`src/hdl/sram_host_pkg.sv`:
```
// Constants shared by the static memory host controller
// What this block does
// - The host holds write data stable around the edge that ends the write.
// - The host never drives data while the memory may be driving it.
// - The host keeps the lane selects still while chip select is inactive.
// - The host holds the write strobe inactive throughout every read.
package sram_host_pkg;
  localparam int ADDR_W = 17;
  localparam int DATA_W = 16;
  localparam int CLK_PERIOD_NS = 100;
  // Printed times in ns
  localparam int T_AA_NS = 55;
  localparam int T_HZOE_NS = 18;
  localparam int T_PWE_NS = 35;
  localparam int T_SD_NS = 25;
  localparam int T_AW_NS = 35;
  // Least times round up to whole cycles, never under one
  function automatic int cyc_min(input int ns);
    int c;
    c = (ns + CLK_PERIOD_NS - 1) / CLK_PERIOD_NS;
    return (c < 1) ? 1 : c;
  endfunction
  localparam int RD_CYC = cyc_min(T_AA_NS);
  localparam int TURN_CYC = cyc_min(T_HZOE_NS);
  localparam int WR_CYC = cyc_min((T_PWE_NS > T_SD_NS) ? T_PWE_NS : T_SD_NS);
  localparam int SETUP_CYC = cyc_min(0);
  localparam int CNT_W = 4;
  typedef enum logic [2:0] {
    ST_IDLE = 3'b000,
    ST_RD = 3'b001,
    ST_TURN = 3'b010,
    ST_WSET = 3'b011,
    ST_WR = 3'b100,
    ST_WEND = 3'b101
  } state_t;
endpackage

```
`src/hdl/sram_host.sv`:
```
// Host controller driving an asynchronous 128K x 16 static memory
`timescale 1ns/100ps
module sram_host
  import sram_host_pkg::*;
(
  // Clock and reset
  input wire logic i_clk,
  input wire logic i_rst,
  // User request
  input wire logic i_req,
  input wire logic i_we,
  input wire logic [ADDR_W-1:0] i_addr,
  input wire logic [1:0] i_lane,
  input wire logic [DATA_W-1:0] i_wdata,
  output logic o_busy,
  output logic o_done,
  output logic [DATA_W-1:0] o_rdata,
  // Memory pins
  output logic [ADDR_W-1:0] o_mem_addr,
  output logic o_chip_select_n,
  output logic o_write_strobe_n,
  output logic o_output_drive_n,
  output logic o_lower_lane_select_n,
  output logic o_upper_lane_select_n,
  output logic [DATA_W-1:0] o_mem_dq,
  output logic o_mem_dq_oe,
  input wire logic [DATA_W-1:0] i_mem_dq
);
  state_t state_reg, state_next;
  logic [CNT_W-1:0] cnt_reg, cnt_next;
  logic [ADDR_W-1:0] addr_reg, addr_next;
  logic [DATA_W-1:0] wdata_reg, wdata_next, rdata_reg, rdata_next;
  logic [1:0] lane_n_reg, lane_n_next;
  logic cs_n_reg, cs_n_next, we_n_reg, we_n_next, oe_n_reg, oe_n_next;
  logic dq_oe_reg, dq_oe_next, done_reg, done_next, busy_reg, busy_next;
  logic take, rd_last, turn_last, wset_last, wr_last, bad_state;

  // True on the last cycle of a step that lasts n cycles
  function automatic logic step_end(input logic [CNT_W-1:0] cnt, input int n);
    return cnt == CNT_W'(n - 1);
  endfunction

  // Step strobes, decoded once and shared by every group below
  always_comb begin
    // An empty lane mask would be a deselect, so such requests are dropped
    take = (state_reg == ST_IDLE) && i_req && (i_lane != 2'b00);
    // Read holds one cycle beyond the access time so data is well settled
    rd_last = (state_reg == ST_RD) && step_end(cnt_reg, RD_CYC + 1);
    turn_last = (state_reg == ST_TURN) && step_end(cnt_reg, TURN_CYC);
    wset_last = (state_reg == ST_WSET) && step_end(cnt_reg, SETUP_CYC);
    wr_last = (state_reg == ST_WR) && step_end(cnt_reg, WR_CYC);
    // Two of the eight codes are never entered on purpose
    bad_state = !(state_reg inside {ST_IDLE, ST_RD, ST_TURN, ST_WSET, ST_WR, ST_WEND});
  end

  // Sequencer: the step counter restarts at every change of state
  always_comb begin
    state_next = state_reg;
    cnt_next = cnt_reg + 1'b1;
    unique case (state_reg)
      ST_IDLE: begin
        cnt_next = '0;
        if (take) begin
          state_next = i_we ? ST_WSET : ST_RD;
        end
      end
      ST_RD: begin
        if (rd_last) begin
          cnt_next = '0;
          state_next = ST_TURN;
        end
      end
      ST_TURN: begin
        // Wait out the memory's release of the data pins
        if (turn_last) begin
          cnt_next = '0;
          state_next = ST_IDLE;
        end
      end
      ST_WSET: begin
        if (wset_last) begin
          cnt_next = '0;
          state_next = ST_WR;
        end
      end
      ST_WR: begin
        if (wr_last) begin
          cnt_next = '0;
          state_next = ST_WEND;
        end
      end
      ST_WEND: begin
        cnt_next = '0;
        state_next = ST_IDLE;
      end
      default: begin
        cnt_next = '0;
        state_next = ST_IDLE;
      end
    endcase
  end

  // Sequencer registers
  always_ff @(posedge i_clk or posedge i_rst) begin
    if (i_rst) begin
      state_reg <= ST_IDLE;
      cnt_reg <= '0;
    end else begin
      state_reg <= state_next;
      cnt_reg <= cnt_next;
    end
  end

  // Memory pins; lane selects only move on the edge that selects the chip
  always_comb begin
    addr_next = addr_reg;
    wdata_next = wdata_reg;
    lane_n_next = lane_n_reg;
    cs_n_next = cs_n_reg;
    we_n_next = we_n_reg;
    oe_n_next = oe_n_reg;
    dq_oe_next = dq_oe_reg;
    if (take) begin
      addr_next = i_addr;
      wdata_next = i_wdata;
      lane_n_next = ~i_lane;
      cs_n_next = 1'b0;
      if (i_we) begin
        oe_n_next = 1'b1; // Memory never drives while we do
      end else begin
        we_n_next = 1'b1;
        oe_n_next = 1'b0;
      end
    end
    // Output drive and select rise together so the bus is free next cycle
    if (rd_last) begin
      oe_n_next = 1'b1;
      cs_n_next = 1'b1;
    end
    // Address settles before the strobe starts the write; data drive starts on the same edge as the strobe
    if (state_reg == ST_WSET) begin
      dq_oe_next = 1'b1;
    end
    if (wset_last) begin
      we_n_next = 1'b0;
    end
    if (wr_last) begin
      we_n_next = 1'b1; // Strobe edge ends the write
    end
    // Data held one cycle past the ending edge
    if (state_reg == ST_WEND) begin
      dq_oe_next = 1'b0;
      cs_n_next = 1'b1; // Output drive already high, so no read drive
    end
    // A corrupted state parks select, strobe, output drive and data enable at their idle levels
    if (bad_state) begin
      cs_n_next = 1'b1;
      we_n_next = 1'b1;
      oe_n_next = 1'b1;
      dq_oe_next = 1'b0;
    end
  end

  // Memory pin registers; selects come up inactive
  always_ff @(posedge i_clk or posedge i_rst) begin
    if (i_rst) begin
      addr_reg <= '0;
      wdata_reg <= '0;
      lane_n_reg <= 2'b11;
      cs_n_reg <= 1'b1;
      we_n_reg <= 1'b1;
      oe_n_reg <= 1'b1;
      dq_oe_reg <= 1'b0;
    end else begin
      addr_reg <= addr_next;
      wdata_reg <= wdata_next;
      lane_n_reg <= lane_n_next;
      cs_n_reg <= cs_n_next;
      we_n_reg <= we_n_next;
      oe_n_reg <= oe_n_next;
      dq_oe_reg <= dq_oe_next;
    end
  end

  // User side: busy level, done pulse and captured read data
  always_comb begin
    rdata_next = rdata_reg;
    busy_next = busy_reg;
    done_next = 1'b0;
    if (take) begin
      busy_next = 1'b1;
    end
    if (rd_last) begin
      // Unselected byte floats at the memory; show zero
      rdata_next[7:0] = lane_n_reg[0] ? 8'h00 : i_mem_dq[7:0];
      rdata_next[15:8] = lane_n_reg[1] ? 8'h00 : i_mem_dq[15:8];
    end
    if (turn_last || (state_reg == ST_WEND)) begin
      done_next = 1'b1;
      busy_next = 1'b0;
    end
    // No done after a corrupted state, only a release of busy
    if (bad_state) begin
      busy_next = 1'b0;
    end
  end

  // User side registers
  always_ff @(posedge i_clk or posedge i_rst) begin
    if (i_rst) begin
      rdata_reg <= '0;
      done_reg <= 1'b0;
      busy_reg <= 1'b0;
    end else begin
      rdata_reg <= rdata_next;
      done_reg <= done_next;
      busy_reg <= busy_next;
    end
  end

  // Outputs straight from flip-flops, no gate in between
  assign o_busy = busy_reg;
  assign o_done = done_reg;
  assign o_rdata = rdata_reg;
  assign o_mem_addr = addr_reg;
  assign o_chip_select_n = cs_n_reg;
  assign o_write_strobe_n = we_n_reg;
  assign o_output_drive_n = oe_n_reg;
  assign o_lower_lane_select_n = lane_n_reg[0];
  assign o_upper_lane_select_n = lane_n_reg[1];
  assign o_mem_dq = wdata_reg;
  assign o_mem_dq_oe = dq_oe_reg;
endmodule

```
`config.mk`:
```
export PLATFORM = sky130hd
export DESIGN_NAME = sram_host
export DESIGN_NICKNAME = d
export VERILOG_FILES = /design/src/hdl/sram_host_pkg.sv /design/src/hdl/sram_host.sv
export SDC_FILE = /design/constraint.sdc
export NUM_CORES = 1
export LEC_CHECK = 0
export BUFFER_PORTS_ARGS = -buffer_cell sky130_fd_sc_hd__buf_2
export CAP_MARGIN = 20
export CORE_MARGIN = 2
export CORE_UTILIZATION = 43
export CTS_BUF_LIST = sky130_fd_sc_hd__clkbuf_16
export CTS_CLUSTER_DIAMETER = 80
export DETAILED_ROUTE_END_ITERATION = 10
export PLACE_DENSITY = 0.83
export SLEW_MARGIN = 0
export SYNTH_ARGS = -nofsm -noshare
export SYNTH_HDL_FRONTEND = slang
export SYNTH_SLANG_ARGS = --single-unit
```
`constraint.sdc`:
```
create_clock -name i_clk -period 2.1 [get_ports i_clk]
set_clock_uncertainty 0.15 [all_clocks]
set_input_delay 0.21 -clock i_clk [delete_from_list [all_inputs] [get_ports i_clk]]
set_output_delay 0.21 -clock i_clk [all_outputs]
set_load 0.05 [all_outputs]
```
## Word level (Yosys, flattened, before mapping)

Cells that the tools add are included.

- Register bits: 64
- Input port bits: 55
- Output and inout bits: 57
- Word-level logic and storage cells: 78

- $add $sub $neg: 1
- Eq/ne operators: 17
- Muxes and demuxes: 34
- Bitwise gates (word level): 1
- Reduce and logical (&&, ||, !) cells: 13

Operator list:

| cell | number |
|---|---|
| two-way mux 1 bit | 20 |
| two-way mux 4 bit | 4 |
| two-way mux 8 bit | 2 |
| case mux 4 bit (4 select lines) | 1 |
| two-way mux 3 bit | 5 |
| case mux 3 bit (5 select lines) | 1 |
| != test 4 bit, second input constant | 3 |
| != test 2 bit, second input constant | 5 |
| equality test 3 x 2 -> 1 bit, second input constant | 2 |
| equality test 3 bit, second input constant | 2 |
| logical AND 1 bit | 6 |
| != test 3 bit, second input constant | 2 |
| nonzero test 6 bit | 1 |
| AND reduction 5 bit | 1 |
| adder 4 x 1 -> 4 bit, second input constant | 1 |
| equality test 4 x 1 -> 1 bit, second input constant | 1 |
| zero test 4 bit | 1 |
| equality test 3 x 1 -> 1 bit, second input constant | 1 |
| zero test 3 bit | 1 |
| != test 3 x 2 -> 1 bit, second input constant | 1 |
| two-way mux 2 bit | 1 |
| NOT 2 bit | 1 |
| AND reduction 2 bit | 1 |
| nonzero test 2 bit | 1 |
| logical OR 1 bit | 1 |

## Depth between registers and ports, before layout

- Word-level depth: 7
- Gate-level depth with buffers: 7
- Depth with buffers taken out: 6

## Worst setup path after synthesis

No wires, ideal clock.

- Path type: reg-to-reg
- From: register cnt_reg[0]
- To: register state_reg[1]
- Library setup time: 0.066 ns
- Data arrival time: 1.713 ns
- Data required time: 1.884 ns
- Slack: 0.171 ns
- Cell stages (with the launch flop): 8
- Path buffers: 1
- Clock period less this slack: 1.929 ns
- Cells stage by stage: dfrtp_1 inv_1 ha_1 or3b_1 buf_2 a21boi_4 a311oi_4 a22o_1

- Cells in the longest elaborated chain, start to end: 4
- Elaborated cells on any way between the ends: 11
- Those cells by class: eq/ne (5); reduce/logical (6)

Ends and longest elaborated chain:

| what | line | source |
|---|---|---|
| from (decl) | sram_host.sv:30 | `logic [CNT_W-1:0] cnt_reg, cnt_next;` |
| from (signal assigned) | sram_host.sv:110 | `cnt_reg <= cnt_next;` |
| equality test 4 x 1 -> 1 bit or zero test 4 bit (tied branches) | sram_host.sv:40 | `return cnt == CNT_W'(n - 1);` |
| logical AND 1 bit (on tied branches) | n/a |  |
| != test 2 bit (no line) | n/a |  |
| AND reduction 5 bit (no line) (*) | n/a |  |
| to (signal assigned) | sram_host.sv:109 | `state_reg <= state_next;` |
| to (decl) | sram_host.sv:29 | `state_t state_reg, state_next;` |

Every way passes the cells marked *; elsewhere a longest branch is shown, timed or not.
A chain may end at the register's enable or synchronous reset.

## Final worst setup path

Same ends and word-level chain as after synthesis.

==> impl_metrics.py <==
metrics = {
    "critical_path": {
        "crit_path_cell_trace": "inv_1, ha_1, or3b_1, a21boi_4, a311oi_4, a22o_1",
        "critPathCaptureType": "flop",
        "worstPathRequired_ns": 2.20,
        "timing.critical_path.fanout_max": 5,
        "critical-path-top-delay-family": "compound AO/OA/AOI/OAI gates",
        "path_class": "flop to flop",
        "cp_slowest_cell": "dfrtp_1",
        "rrSetupSlack_ns": 0.16,
        "timing.rr.start": "cnt_reg[0]",
        "crit_arrival_ns": 2.04,
        "reg2regPathDepth": 6,
        "cp-start-kind": "flop",
        "timing.rr.end": "state_reg[1]",
        "path_buf_inv": 1,
        "crit_path_max_incr_delay_ns": 0.42,
    },
    "synth": {
        "yosys-top-cells-area": "dfrtp_1, mux2_1, dfstp_2",
        "synth_top_family_by_area": "multiplexers",
        "yosys.cell_types.count": 33,
        "avgSynthCellArea_um2": 13.8,
        "ys_warn_count": 0,
        "muxShareOfSynthArea": 0.212,
        "synth_ff_type": "dfrtp_1",
        "synth_compound_area_frac": 0.0520,
        "synth_simple_gate_area_frac": 0.0984,
        "synth_area_leader_cell": "dfrtp_1",
        "synth_top_area_frac": 0.548,
        "synth_seq_area_share": 0.596,
        "synthTopCellsByCount": "dfrtp_1, mux2_1, nor2b_1, nor2_1",
        "syn-instance-count": 196,
        "syn-num-nets": 254,
        "synth_edf_count": 0,
        "synth_adder_area_share": 0.0139,
        "syn_area_um2": 2700,
        "synth_xor_area_frac": 0.00650,
        "synthArstFlopShare": 1.00,
        "ys_ff_latch": 64,
        "yosysMostFrequentCell": "dfrtp_1",
    },
    "detailed_routing": {
        "post_drt_wl_per_cell_um": 13.8,
        "dr.pass1.iters": 4,
        "ant_nets": 0,
        "vias_per_cell": 4.81,
        "vias": 2094,
        "wirelength_um": 5990,
        "drc": 0,
        "drtIter0Drc": 63,
    },
    "final_layout": {
        "syn_to_final_growth_pct": 51.0,
        "diodes": 0,
        "largest_register_ff_count": 17,
        "nets": 413,
        "drive_gt1_frac": 0.411,
    },
    "floorplan": {
        "dieArea_um2": 6920,
        "fp-row-count": 28,
        "fp.dieH_um": 83.2,
        "floorplan.initialDensity": 0.450,
        "core_um2": 5990,
        "ios": 112,
        "die_x_um": 83.2,
    },
    "sta": {
        "max_slew.worst_pin.slew_ns": 0.609,
        "tns_ns": 0,
        "rsz0062_at_grt": "false",
        "setup_violations": 0,
        "min_period_ns": 1.94,
        "relSlewSlack": 0.593,
        "fin_crit_sh": 0.923,
        "finalMaxSlewViolations": 0,
        "hold_viol_final": 0,
        "timing.fmax_mhz": 516,
    },
    "placed_design": {
        "place.gp.congestion": 0.828,
        "port_buffers": 111,
        "dp_hpwl_um": 4010,
    },
    "global_route": {
        "antenna_found_initial": 0,
        "grt_pass1_vias": 2246,
        "grtUsageTotal": 0.183,
        "grt_max_degree": 36,
        "grt_overflow": 0,
        "grt_pass1_wl_um": 10100,
    },
    "power_and_ir_drop": {
        "peakVddDrop_mv": 1.07,
        "p_leak_nw": 2.01,
        "p_total_mw": 7.45,
        "p_per_area_nw_per_um2": 1830,
    },
    "clock_tree": {
        "clockBufferDepth": 2,
        "clk_pin_slew_ns": 0.05,
        "numClockSinks": 64,
        "cts_max_level": 3,
        "cts_tree": "done",
        "clock_latency_ns": 0.32,
        "cts_inserted_buffers": 9,
        "cts_setup_buffers": 0,
        "cts_root_buf": "clkbuf_16",
        "cts_resized": 0,
    },
    "worst_hold_path": {
        "hold_path_startpoint": "i_we",
        "min_path_cells": 3,
        "hold_class": "primary input to flop",
        "whs_endpoint": "o_output_drive_n",
    },
    "flow_run": {
        "cap_viol_max_count": 0,
    },
    "status": {
        "status": "finished clean",
    },
}
## timing repair
action,4_1_cts,5_1_grt
endpoints found under the hold margin,61,0
endpoints found under the setup margin,0,4
hold buffers,36,0
## worst max path at each step
stage / startpoint / to / cells past startpoint
floorplan: i_rst / cnt_reg[0] / 1
global placement: cnt_reg[0] / state_reg[1] / 6
detailed placement: cnt_reg[0] / state_reg[1] / 6
CTS: cnt_reg[0] / state_reg[1] / 6
global route: cnt_reg[0] / state_reg[1] / 6
finish: cnt_reg[0] / state_reg[1] / 6
## worst reg2reg max path, delay by kind of cell (launching register included)
family	cells	cell delay (ns)
AND/OR/NAND/NOR	1	0.42
adder cells (fa/ha/maj)	1	0.15
AO/OA/AOI/OAI	3	0.67
buffers and inverters	1	0.07
flip-flops	1	0.42
## power by group
part / leakage (nW) / switching [mW] / internal (mW) / total [mW]
Clock: 0.141 / 0.513 / 0.916 / 1.43
Combinational: 1.08 / 2.73 / 1.08 / 3.82
Sequential: 0.781 / 0.360 / 1.85 / 2.21
## stage by stage
stage	cells	area [µm²]	setup WS (ns)	hold WS (ns)	util
after global routing	435	4070	0.0326	0.0698	0.680
final	435	4070	0.162	0.0630	0.680
after detailed placement	383	3410	0.110	0.176	0.570
after CTS	435	4070	0.0990	0.0525	0.680
after global placement	383	3410	0.152	0.172	0.570
after floorplan	196	2700	0.150	0.111	-
## cell usage in the layout, fill, tap and decap left out, drive strengths merged, types with 3 or more instances in the layout
| cell type | count |
|---|---|
| a21oi | 4 |
| buf | 121 |
| clkbuf | 9 |
| clkinv | 4 |
| dfrtp | 59 |
| dfstp | 5 |
| dlygate4sd3 | 36 |
| ha | 3 |
| inv | 4 |
| mux2 | 49 |
| nand2 | 6 |
| nand3 | 4 |
| nor2 | 9 |
| nor2b | 18 |
| o21ai | 3 |
## routing by layer
layer,GRT usage,vias to the layer above,share of wire,wire length [µm]
met2,0.318,75,0.51,3070
met5,0,-,0,0
li1,-,994,-,-
met4,0.104,0,0.034,203
met3,0.0477,17,0.061,363
met1,0.203,1008,0.39,2350
## kinds of logic (layout without fill, tap and decap cells)
group,Yosys count,count (layout)
XOR/XNOR,2,2
buffers and inverters,13,177
multiplexers,51,51
AO/OA/AOI/OAI,17,17
flip-flops,64,64
adder cells (fa/ha/maj),3,3
AND/OR/NAND/NOR,46,46
## layout make-up
class | count | area [µm²]
fillers | 427 | 1920
flip-flops and latches | 64 | 1610
multi-input cells | 119 | 1040
repair buffers | 157 | 1020
clock buffers | 9 | 225
well taps | 75 | 93.8
clock inverters | 7 | 72.6
inverters | 4 | 15.0
(Power assumes the default switching activity.)
